`config.mk`:
```
export PLATFORM = sky130hd
export DESIGN_NAME = autoneg_config_control
export DESIGN_NICKNAME = d
export VERILOG_FILES = /design/src/hw/autoneg_pkg.sv /design/src/hw/resolve_if.sv /design/src/hw/ability_resolver.sv /design/src/hw/autoneg_config_control.sv
export SDC_FILE = /design/constraint.sdc
export NUM_CORES = 1
export LEC_CHECK = 0
export BUFFER_PORTS_ARGS = -buffer_cell sky130_fd_sc_hd__buf_2
export CORE_UTILIZATION = 50
export CTS_BUF_LIST = sky130_fd_sc_hd__clkbuf_16
export DETAILED_ROUTE_END_ITERATION = 8
export PLACE_DENSITY = 0.82
export SLEW_MARGIN = 25
export SYNTH_ARGS = -nofsm -noshare
export SYNTH_HDL_FRONTEND = slang
export SYNTH_SLANG_ARGS = --single-unit
export TNS_END_PERCENT = 5
```
`constraint.sdc`:
```
create_clock -name i_clk_sys -period 2.3 [get_ports i_clk_sys]
set_input_delay 0.46 -clock i_clk_sys [delete_from_list [all_inputs] [get_ports i_clk_sys]]
set_output_delay 0.46 -clock i_clk_sys [all_outputs]
set_load 0.02 [all_outputs]
```
`src/hw/autoneg_pkg.sv`:
```
/*
 * Shared constants for the negotiation configuration and control block:
 * management offsets, field positions, reset values, code word layout,
 * timing figures and the sequencer state type.
 * Assumes a 250 MHz system clock and 16-bit management registers.
 */
package autoneg_pkg;

	// management register offsets
	localparam logic [4:0] REG_BASIC_MODE_CONTROL = 5'h00;
	localparam logic [4:0] REG_BASIC_MODE_STATUS = 5'h01;
	localparam logic [4:0] REG_NEGOTIATION_ADVERTISEMENT = 5'h04;
	localparam logic [4:0] REG_PARTNER_ABILITY = 5'h05;
	localparam logic [4:0] REG_NEGOTIATION_EXPANSION = 5'h06;
	localparam logic [4:0] REG_PHY_LINK_STATUS = 5'h10;

	// basic mode control fields
	localparam int CTRL_SPEED_BIT = 13;
	localparam int CTRL_NEG_ENABLE_BIT = 12;
	localparam int CTRL_RESTART_BIT = 9;
	localparam int CTRL_DUPLEX_BIT = 8;

	// basic mode status: fixed ability bits plus live bits
	localparam logic [15:0] STATUS_FIXED = 16'h7849;
	localparam int STATUS_COMPLETE_BIT = 5;
	localparam int STATUS_REMOTE_FAULT_BIT = 4;
	localparam int STATUS_LINK_BIT = 2;

	// ability field [8:5]: bit0 10 half, bit1 10 full, bit2 100 half,
	// bit3 100 full
	localparam int ADV_LSB = 5;
	localparam int ADV_MSB = 8;
	localparam logic [3:0] ADV_RESET = 4'hf;
	localparam logic [4:0] SELECTOR_IEEE = 5'h01;

	// link code word layout
	localparam int CW_NEXT_PAGE_BIT = 15;
	localparam int CW_ACK_BIT = 14;
	localparam int CW_REMOTE_FAULT_BIT = 13;

	// partner ability after parallel detection
	localparam logic [15:0] PARTNER_PD_100 = 16'h0081;
	localparam logic [15:0] PARTNER_PD_10 = 16'h0021;

	// expansion register fields
	localparam int EXP_PD_FAULT_BIT = 4;
	localparam int EXP_LP_NP_BIT = 3;
	localparam int EXP_NP_ABLE_BIT = 2;
	localparam int EXP_PAGE_RX_BIT = 1;
	localparam int EXP_LP_AN_BIT = 0;

	// phy link status fields
	localparam int PHYST_COMPLETE_BIT = 4;
	localparam int PHYST_DUPLEX_BIT = 2;
	localparam int PHYST_SPEED10_BIT = 1;
	localparam int PHYST_LINK_BIT = 0;

	// timing
	localparam int CLK_FREQ_HZ = 250000000;
	localparam int MS_PER_S = 1000;
	localparam int MS_TICK_CYCLES = CLK_FREQ_HZ / MS_PER_S;
	localparam int BREAK_LINK_MS = 1500;
	localparam int BURST_INTERVAL_MS = 16;

	typedef enum logic [2:0] {
		ST_DISABLED = 3'b000,
		ST_BREAK = 3'b001,
		ST_ABILITY = 3'b011,
		ST_ACK = 3'b010,
		ST_GOOD = 3'b110
	} an_state_t;

endpackage

```
`src/hw/resolve_if.sv`:
```
/*
 * Carrier between the sequencer and the ability resolver: the local and
 * partner ability sets and the chosen mode.
 * Assumes both ends sit in the same clock domain; it is purely wires.
 */
`timescale 1ns/1ps
interface resolve_if;
	logic [3:0] local_abl;
	logic [3:0] partner_abl;
	logic valid;
	logic speed_100;
	logic full_duplex;

	modport resolver (
		input local_abl,
		input partner_abl,
		output valid,
		output speed_100,
		output full_duplex
	);
	modport user (
		output local_abl,
		output partner_abl,
		input valid,
		input speed_100,
		input full_duplex
	);
endinterface

```
`src/hw/ability_resolver.sv`:
```
/*
 * Picks the highest common ability of two ability sets.
 * Assumes the caller registers the result; this is combinational only.
 */
`timescale 1ns/1ps
module ability_resolver (
	resolve_if.resolver rif
);
	logic [3:0] common;

	assign common = rif.local_abl & rif.partner_abl;

	always_comb begin
		rif.valid = 1'b1;
		rif.speed_100 = 1'b0;
		rif.full_duplex = 1'b0;
		if (common[3]) begin
			rif.speed_100 = 1'b1;
			rif.full_duplex = 1'b1;
		end else if (common[2]) begin
			rif.speed_100 = 1'b1;
		end else if (common[1]) begin
			rif.full_duplex = 1'b1;
		end else if (!common[0]) begin
			rif.valid = 1'b0; // nothing shared
		end
	end
endmodule

```
`src/hw/autoneg_config_control.sv`:
```
/*
 * Negotiation configuration and control for a 10/100 twisted pair port:
 * strap capture, forced modes, ability exchange sequencing, parallel
 * detection and the management register file.
 * Assumes the link front end decodes received code words and reports
 * 10 and 100 link integrity; straps are stable around reset release.
 */
// Function
// - straps captured at reset release into advertised ability bits 8:5
// - enable strap low forces one of four speed/duplex modes
// - enable strap high picks the advertised ability set
// - control register writes override strap choice; enabling after forced straps needs a prior clear
// - advertised word is sent in bursts while negotiating
// - highest common mode chosen, 100 full first, 10 half last
// - control register enables, disables and restarts negotiation
// - forced mode uses control speed and duplex bits
// - speed and duplex bits ignored while negotiation enabled
// - link status register shows resolved speed once linked
// - status ability bits are constants, T4 reads zero
// - status shows complete, remote fault, link and preamble support
// - advertisement defaults to the strap ability set; cleared bits restrict
// - partner base and next page words kept in partner register
// - parallel detection loads partner register 0081 or 0021
// - expansion shows pd fault, np support, page received, lp able
// - writing control bit 9 restarts negotiation
// - renegotiation goes quiet for break link time then bursts
`timescale 1ns/1ps
module autoneg_config_control #(
	parameter int MS_TICK_CYCLES = autoneg_pkg::MS_TICK_CYCLES,
	parameter int BREAK_LINK_MS = autoneg_pkg::BREAK_LINK_MS,
	parameter int BURST_INTERVAL_MS = autoneg_pkg::BURST_INTERVAL_MS
) (
	input wire logic i_clk_sys,
	input wire logic i_rst_b,
	input wire logic i_negotiate_enable_strap,
	input wire logic i_mode_strap_high,
	input wire logic i_mode_strap_low,
	input wire logic i_reg_wr,
	input wire logic i_reg_rd,
	input wire logic [4:0] i_reg_addr,
	input wire logic [15:0] i_reg_wdata,
	input wire logic i_rx_word_valid,
	input wire logic [15:0] i_rx_word,
	input wire logic i_flp_seen,
	input wire logic i_link_100_ok,
	input wire logic i_link_10_ok,
	output logic [15:0] o_reg_rdata,
	output logic o_reg_rvalid,
	output logic [15:0] o_tx_word,
	output logic o_tx_burst,
	output logic o_tx_quiet,
	output logic o_link_up,
	output logic o_speed_100,
	output logic o_full_duplex,
	output logic o_an_complete
);
	localparam int TICK_W = $clog2(MS_TICK_CYCLES);
	localparam logic [TICK_W-1:0] TICK_LAST = TICK_W'(MS_TICK_CYCLES - 1);
	localparam logic [10:0] BREAK_LAST = 11'(BREAK_LINK_MS - 1);
	localparam logic [10:0] BURST_LAST = 11'(BURST_INTERVAL_MS - 1);

	generate
		if (MS_TICK_CYCLES < 2 || BREAK_LINK_MS < 1 || BREAK_LINK_MS > 2047
			|| BURST_INTERVAL_MS < 1 || BURST_INTERVAL_MS > 2047) begin : g_bad
			$error("autoneg_config_control: timer parameter out of range");
		end
	endgenerate

	// ability set for a strap pattern while negotiating
	function automatic logic [3:0] strap_adv(input logic hi, input logic lo);
		case ({hi, lo})
			2'b00: strap_adv = 4'h3;
			2'b01: strap_adv = 4'hc;
			2'b10: strap_adv = 4'h5;
			default: strap_adv = 4'hf;
		endcase
	endfunction

	// single ability bit for one speed/duplex pair
	function automatic logic [3:0] mode_abl(input logic spd, input logic dup);
		mode_abl = 4'h1 << {spd, dup};
	endfunction

	logic strap_taken;
	logic ctrl_speed;
	logic ctrl_neg_en;
	logic ctrl_duplex;
	logic neg_armed;
	logic [3:0] adv;
	logic [15:0] partner;
	logic pd_fault;
	logic page_rx;
	logic lp_np_able;
	logic lp_an_able;
	logic [TICK_W-1:0] tick_cnt;
	logic ms_tick;
	logic [10:0] wait_cnt;
	logic res_speed;
	logic res_duplex;
	autoneg_pkg::an_state_t state;
	autoneg_pkg::an_state_t next_state;
	logic neg_active;
	logic restart;
	logic wr_ctrl;
	logic wr_adv;
	logic rd_exp;
	logic pd_single;
	logic pd_both;
	logic rx_ack;
	logic link_ok;
	logic op_speed;
	logic op_duplex;
	logic [15:0] next_rdata;

	resolve_if rif ();

	ability_resolver u_resolver (
		.rif(rif.resolver)
	);

	assign rif.local_abl = adv;
	assign rif.partner_abl = i_rx_word[autoneg_pkg::ADV_MSB:autoneg_pkg::ADV_LSB];

	assign wr_ctrl = strap_taken && i_reg_wr
		&& i_reg_addr == autoneg_pkg::REG_BASIC_MODE_CONTROL;
	assign wr_adv = strap_taken && i_reg_wr
		&& i_reg_addr == autoneg_pkg::REG_NEGOTIATION_ADVERTISEMENT;
	assign rd_exp = i_reg_rd
		&& i_reg_addr == autoneg_pkg::REG_NEGOTIATION_EXPANSION;
	assign restart = wr_ctrl && i_reg_wdata[autoneg_pkg::CTRL_RESTART_BIT];
	// forced start needs a clear before a set counts
	assign neg_active = ctrl_neg_en && neg_armed;
	assign pd_single = (i_link_100_ok ^ i_link_10_ok) && !i_flp_seen;
	assign pd_both = i_link_100_ok && i_link_10_ok && !i_flp_seen;
	assign rx_ack = i_rx_word_valid && i_rx_word[autoneg_pkg::CW_ACK_BIT];

	// control bits pick the forced mode
	assign op_speed = neg_active ? res_speed : ctrl_speed;
	assign op_duplex = neg_active ? res_duplex : ctrl_duplex;
	assign link_ok = op_speed ? i_link_100_ok : i_link_10_ok;

	// one millisecond tick divider feeds the standard timers
	always_ff @(posedge i_clk_sys or negedge i_rst_b) begin
		if (!i_rst_b) begin
			tick_cnt <= '0;
			ms_tick <= 1'b0;
		end else begin
			ms_tick <= tick_cnt == TICK_LAST;
			tick_cnt <= (tick_cnt == TICK_LAST) ? '0 : tick_cnt + 1'b1;
		end
	end

	// straps are caught on the first edge after reset release
	always_ff @(posedge i_clk_sys or negedge i_rst_b) begin
		if (!i_rst_b) begin
			strap_taken <= 1'b0;
		end else begin
			strap_taken <= 1'b1;
		end
	end

	// control register; strap value first, then software
	always_ff @(posedge i_clk_sys or negedge i_rst_b) begin
		if (!i_rst_b) begin
			ctrl_speed <= 1'b0;
			ctrl_neg_en <= 1'b0;
			ctrl_duplex <= 1'b0;
			neg_armed <= 1'b0;
		end else if (!strap_taken) begin
			ctrl_neg_en <= i_negotiate_enable_strap;
			ctrl_speed <= i_mode_strap_high;
			ctrl_duplex <= i_mode_strap_low;
			neg_armed <= i_negotiate_enable_strap;
		end else if (wr_ctrl) begin
			ctrl_speed <= i_reg_wdata[autoneg_pkg::CTRL_SPEED_BIT];
			ctrl_neg_en <= i_reg_wdata[autoneg_pkg::CTRL_NEG_ENABLE_BIT];
			ctrl_duplex <= i_reg_wdata[autoneg_pkg::CTRL_DUPLEX_BIT];
			// a write of zero arms later enables
			if (!i_reg_wdata[autoneg_pkg::CTRL_NEG_ENABLE_BIT]) begin
				neg_armed <= 1'b1;
			end
		end
	end

	// advertisement register abilities
	always_ff @(posedge i_clk_sys or negedge i_rst_b) begin
		if (!i_rst_b) begin
			// all abilities until straps are seen
			adv <= autoneg_pkg::ADV_RESET;
		end else if (!strap_taken) begin
			// enable strap selects the ability set
			adv <= i_negotiate_enable_strap
				? strap_adv(i_mode_strap_high, i_mode_strap_low)
				: mode_abl(i_mode_strap_high, i_mode_strap_low);
		end else if (wr_adv) begin
			adv <= i_reg_wdata[autoneg_pkg::ADV_MSB:autoneg_pkg::ADV_LSB];
		end
	end

	// sequencer next state
	always_comb begin
		next_state = state;
		case (state)
			autoneg_pkg::ST_DISABLED: begin
				if (neg_active) begin
					next_state = autoneg_pkg::ST_BREAK;
				end
			end
			autoneg_pkg::ST_BREAK: begin
				if (ms_tick && wait_cnt == '0) begin
					next_state = autoneg_pkg::ST_ABILITY;
				end
			end
			autoneg_pkg::ST_ABILITY: begin
				if (i_rx_word_valid) begin
					next_state = autoneg_pkg::ST_ACK;
				end else if (pd_single) begin
					next_state = autoneg_pkg::ST_GOOD;
				end
			end
			autoneg_pkg::ST_ACK: begin
				if (rx_ack) begin
					next_state = autoneg_pkg::ST_GOOD;
				end
			end
			autoneg_pkg::ST_GOOD: begin
				// lost link resumes the exchange
				if (!link_ok) begin
					next_state = autoneg_pkg::ST_ABILITY;
				end
			end
			default: next_state = autoneg_pkg::ST_DISABLED;
		endcase
		if (!neg_active) begin
			next_state = autoneg_pkg::ST_DISABLED;
		end else if (restart) begin
			// a restart from any state breaks the link first
			next_state = autoneg_pkg::ST_BREAK;
		end
	end

	// sequencer state and millisecond wait counter
	always_ff @(posedge i_clk_sys or negedge i_rst_b) begin
		if (!i_rst_b) begin
			state <= autoneg_pkg::ST_DISABLED;
			wait_cnt <= '0;
		end else begin
			state <= next_state;
			if (next_state == autoneg_pkg::ST_BREAK
				&& (state != autoneg_pkg::ST_BREAK || restart)) begin
				wait_cnt <= BREAK_LAST;
			end else if (ms_tick) begin
				wait_cnt <= (wait_cnt == '0) ? BURST_LAST : wait_cnt - 1'b1;
			end
		end
	end

	// resolved mode, latched when the exchange finishes or parallel detection succeeds
	always_ff @(posedge i_clk_sys or negedge i_rst_b) begin
		if (!i_rst_b) begin
			res_speed <= 1'b0;
			res_duplex <= 1'b0;
		end else if (state == autoneg_pkg::ST_ACK && rx_ack) begin
			res_speed <= rif.speed_100 && rif.valid;
			res_duplex <= rif.full_duplex && rif.valid;
		end else if (state == autoneg_pkg::ST_ABILITY && !i_rx_word_valid
			&& pd_single) begin
			// parallel detection is always half duplex
			res_speed <= i_link_100_ok;
			res_duplex <= 1'b0;
		end
	end

	// partner ability register
	always_ff @(posedge i_clk_sys or negedge i_rst_b) begin
		if (!i_rst_b) begin
			partner <= '0;
		end else if (state != autoneg_pkg::ST_DISABLED
			&& state != autoneg_pkg::ST_BREAK && i_rx_word_valid) begin
			// base and next page words stored
			partner <= i_rx_word;
		end else if (state == autoneg_pkg::ST_ABILITY && pd_single) begin
			partner <= i_link_100_ok ? autoneg_pkg::PARTNER_PD_100
				: autoneg_pkg::PARTNER_PD_10;
		end
	end

	// expansion flags; a new event beats a clearing read
	always_ff @(posedge i_clk_sys or negedge i_rst_b) begin
		if (!i_rst_b) begin
			pd_fault <= 1'b0;
			page_rx <= 1'b0;
			lp_np_able <= 1'b0;
			lp_an_able <= 1'b0;
		end else begin
			// sticky fault and page received flags
			if (state == autoneg_pkg::ST_ABILITY && pd_both) begin
				pd_fault <= 1'b1;
			end else if (rd_exp) begin
				pd_fault <= 1'b0;
			end
			if (state != autoneg_pkg::ST_DISABLED
				&& state != autoneg_pkg::ST_BREAK && i_rx_word_valid) begin
				page_rx <= 1'b1;
				lp_an_able <= 1'b1;
				lp_np_able <= i_rx_word[autoneg_pkg::CW_NEXT_PAGE_BIT];
			end else begin
				if (rd_exp) begin
					page_rx <= 1'b0;
				end
				if (next_state == autoneg_pkg::ST_BREAK) begin
					lp_an_able <= 1'b0;
					lp_np_able <= 1'b0;
				end
			end
		end
	end

	// link side outputs, all registered; tx word and quiet from next state
	always_ff @(posedge i_clk_sys or negedge i_rst_b) begin
		if (!i_rst_b) begin
			o_tx_word <= '0;
			o_tx_burst <= 1'b0;
			o_tx_quiet <= 1'b0;
			o_link_up <= 1'b0;
			o_speed_100 <= 1'b0;
			o_full_duplex <= 1'b0;
			o_an_complete <= 1'b0;
		end else begin
			// advertised word with ack once partner is heard
			o_tx_word <= {1'b0, next_state == autoneg_pkg::ST_ACK, 5'h00,
				adv, autoneg_pkg::SELECTOR_IEEE};
			// no burst on the edge that leaves for break or idle
			o_tx_burst <= ms_tick && wait_cnt == '0
				&& (state == autoneg_pkg::ST_ABILITY
				|| state == autoneg_pkg::ST_ACK)
				&& next_state != autoneg_pkg::ST_BREAK
				&& next_state != autoneg_pkg::ST_DISABLED;
			// no pulses or data during break link
			o_tx_quiet <= next_state == autoneg_pkg::ST_BREAK;
			o_link_up <= link_ok && (!neg_active
				|| state == autoneg_pkg::ST_GOOD);
			o_speed_100 <= op_speed;
			o_full_duplex <= op_duplex;
			o_an_complete <= state == autoneg_pkg::ST_GOOD;
		end
	end

	// read data selection
	always_comb begin
		next_rdata = '0;
		case (i_reg_addr)
			autoneg_pkg::REG_BASIC_MODE_CONTROL: begin
				next_rdata[autoneg_pkg::CTRL_SPEED_BIT] = ctrl_speed;
				next_rdata[autoneg_pkg::CTRL_NEG_ENABLE_BIT] = ctrl_neg_en;
				next_rdata[autoneg_pkg::CTRL_DUPLEX_BIT] = ctrl_duplex;
			end
			autoneg_pkg::REG_BASIC_MODE_STATUS: begin
				// live complete, fault and link bits
				next_rdata = autoneg_pkg::STATUS_FIXED;
				next_rdata[autoneg_pkg::STATUS_COMPLETE_BIT] = o_an_complete;
				next_rdata[autoneg_pkg::STATUS_REMOTE_FAULT_BIT] =
					partner[autoneg_pkg::CW_REMOTE_FAULT_BIT];
				next_rdata[autoneg_pkg::STATUS_LINK_BIT] = o_link_up;
			end
			autoneg_pkg::REG_NEGOTIATION_ADVERTISEMENT: begin
				next_rdata[autoneg_pkg::ADV_MSB:autoneg_pkg::ADV_LSB] = adv;
				next_rdata[4:0] = autoneg_pkg::SELECTOR_IEEE;
			end
			autoneg_pkg::REG_PARTNER_ABILITY: next_rdata = partner;
			autoneg_pkg::REG_NEGOTIATION_EXPANSION: begin
				next_rdata[autoneg_pkg::EXP_PD_FAULT_BIT] = pd_fault;
				next_rdata[autoneg_pkg::EXP_LP_NP_BIT] = lp_np_able;
				next_rdata[autoneg_pkg::EXP_NP_ABLE_BIT] = 1'b1;
				next_rdata[autoneg_pkg::EXP_PAGE_RX_BIT] = page_rx;
				next_rdata[autoneg_pkg::EXP_LP_AN_BIT] = lp_an_able;
			end
			autoneg_pkg::REG_PHY_LINK_STATUS: begin
				next_rdata[autoneg_pkg::PHYST_COMPLETE_BIT] = o_an_complete;
				next_rdata[autoneg_pkg::PHYST_DUPLEX_BIT] = o_full_duplex;
				next_rdata[autoneg_pkg::PHYST_SPEED10_BIT] = !o_speed_100;
				next_rdata[autoneg_pkg::PHYST_LINK_BIT] = o_link_up;
			end
			default: next_rdata = '0; // unmapped reads as zero
		endcase
	end

	// registered read port
	always_ff @(posedge i_clk_sys or negedge i_rst_b) begin
		if (!i_rst_b) begin
			o_reg_rdata <= '0;
			o_reg_rvalid <= 1'b0;
		end else begin
			o_reg_rvalid <= i_reg_rd;
			if (i_reg_rd) begin
				o_reg_rdata <= next_rdata;
			end
		end
	end
endmodule

```
==> results.toml <==
[routing]
drt-initial-drc-count = 311
wl_um = 10100
routed_via_density = 5.55
drc = 0
num_vias = 3569
ant_nets = 0
drt_first_pass_iters = 4
wire_per_inst_um = 15.6

[place]
portBuffers = 67
gp_congestion = 0.873
hpwl_um = 6950
dp_cells = 627

[floorplan]
start_util_pct = 51.2
placement_rows = 34
core_um2 = 8680
die_h_um = 96.3
ios = 87
dieArea_um2 = 9270
die_w_um = 96.3

[power]
leakage_nw = 2.57
p_total_mw = 3.47
peakVddDrop_mv = 0.477
powerDensity_nw_per_um2 = 665

[clock_network]
numClockSinks = 92
cts_tree = "done"
clockRootBuffer = "clkbuf_16"
path_clk_slew_ps = 70
cts_buffers = 9
cts_buffer_depth = 2
cts_setup_buffers = 0
clock_latency_ps = 330
htreeDepth = 3
holdBufCountCts = 0

[timing]
fin_crit_sh_pct = 89.9
finalMaxSlewViolations = 0
finalCriticalPeriod_ps = 2070
maxSlewHeadroom_pct = 53.4
setup_violations = 0
worst_slew_pin_slew_ps = 699
fmax_mhz = 484
skew_ps = 8.01
hold_ws_ps = 151
tns_ps = 0
report.final.hold_viol_count = 0
grt_setup_unrepaired = "false"

[cells_and_area]
mostFrequentLayoutCells = "dfrtp_1, buf_2, nand2_1"
nets = 584
final_common_cell = "dfrtp_1"
instances_no_fill = 643
antenna_cells = 0
drive_above_1_share_pct = 21.7
final_util_pct = 60.1
area_growth_syn_to_layout_pct = 17.4

[yosys]
yosys.area.top_type = "dfrtp_1"
synth_area_per_cell_um2 = 9.67
async_flop_share_pct = 100
synth_area_leaders = "dfrtp_1, nand2_1, nor2_1"
synth_top_area_share_pct = 49.5
synth.distinct_cells = 62
synthCells = 460
ys_seq_area_share_pct = 51.9
ys_ff_latch = 92
syn_area_um2 = 4450
yosysWarnings = 0
synth-edff-count = 0
ys.flop_type = "dfrtp_1"

[grt]
antenna_found_initial = 0
grt_max_degree = 93
grt_pass1_vias = 3443
grt-ovfl-total = 0
grt_usage_pct = 23.7
grt_pass1_wl_um = 16600

[worst_setup_path]
worstSetupStartpointType = "register"
crit_path_end_kind = "register"
crit_type = "reg2reg"
arrival_ps = 2340
crit_required_ps = 2570
critPathMaxFanout = 4

[job]
max_cap_violations = 0

[worst_hold_path]
hold_class = "in2async"

[status]
status = "complete, no violations"
-- sequential cells by signal (all words and copies together) (netlist names), 3 cells and up --
signal / cells
tick_cnt: 18
o_reg_rdata: 16
o_tx_word: 6
partner: 16
adv: 4
state: 3
wait_cnt: 11
-- area by class of cell --
class	count	area, um2
clock buffer	9	225
clock inverter	7	73.8
tap	108	135
sequential	92	2310
multi-input combinational	323	1950
inverter	26	97.6
timing repair buffer	78	433
fill	740	3460
-- per-stage QoR --
step / worst slack [ps] / cell area (um2)
detailed placement: 75.8 / 4890
finish: 233 / 5220
CTS: 52.2 / 5190
floorplan: 300 / 4480
global placement: 156 / 4890
global route: 158 / 5220
-- report_power, final --
| group | switching [mW] | internal (mW) |
|---|---|---|
| Sequential | 0.0301 | 1.66 |
| Clock | 0.622 | 0.848 |
| Combinational | 0.198 | 0.106 |
-- worst max-delay path, cell delays in order, from the launching register on --
cell and delay, ps:
dfrtp_1 400, or4b_1 550, or2_4 270, or4_4 430
a211o_1 290, nand3_2 70
-- cells by family after synthesis --
logic type | Yosys count | synth area share (%)
muxes | 16 | 3.71
adders and majority gates | 6 | 1.69
buffers and inverters | 54 | 5.66
AOI/OAI and AO/OA | 85 | 12.0
xor gates and xnor gates | 19 | 3.74
and+or+nand+nor | 186 | 21.2
DFF | 92 | 51.9
other | 2 | 0.169
-- path summary, 6_finish.rpt --
kind | startpoint | to | slack, ps | cells after the start
worst max-delay path | wait_cnt[1] | wait_cnt[7] | 230 | 5
max in group asynchronous | i_rst_b | o_reg_rdata[15] | 1770 | 2
worst max register to register | wait_cnt[1] | wait_cnt[7] | 230 | 5
worst min register to register | adv[0] | o_tx_word[5] | 420 | 0
min in group i_clk_sys | i_rx_word[13] | partner[13] | 320 | 3
worst min-delay path | i_rst_b | o_tx_word[7] | 150 | 2
-- routing by layer --
layer | routed length, um | share of wire, % | GRT usage [%]
met1 | 4450 | 44 | 31.8
met2 | 4970 | 49 | 38.5
met3 | 503 | 5.0 | 6.16
met4 | 122 | 1.2 | 5.88
met5 | 0 | 0 | 0
-- synth_stat cells, types with 3 or more instances --
| master | number |
|---|---|
| xnor2_1 | 10 |
| inv_1 | 25 |
| ha_1 | 6 |
| nor4bb_1 | 3 |
| a31oi_1 | 4 |
| and3_1 | 5 |
| o21ai_0 | 24 |
| or2_2 | 4 |
| mux2_2 | 4 |
| nand2_1 | 64 |
| o22ai_1 | 5 |
| buf_4 | 11 |
| nand4_1 | 7 |
| dfrtp_1 | 88 |
| a21oi_1 | 24 |
| dfstp_2 | 4 |
| nor2_1 | 38 |
| xor2_1 | 9 |
| or3_1 | 3 |
| nand3b_1 | 4 |
| and2_1 | 3 |
| clkbuf_1 | 14 |
| o32ai_1 | 3 |
| nand3_1 | 25 |
| nor2b_1 | 6 |
| nor3_1 | 4 |
| a211oi_1 | 5 |
| mux2i_1 | 12 |
-- what timing repair did --
item | in CTS | in global routing
setup endpoints to repair | 0 | 2
resized for setup | 0 | 4
endpoints found under the hold margin | 0 | 0
No activity file was read; power rests on OpenSTA's default activity.
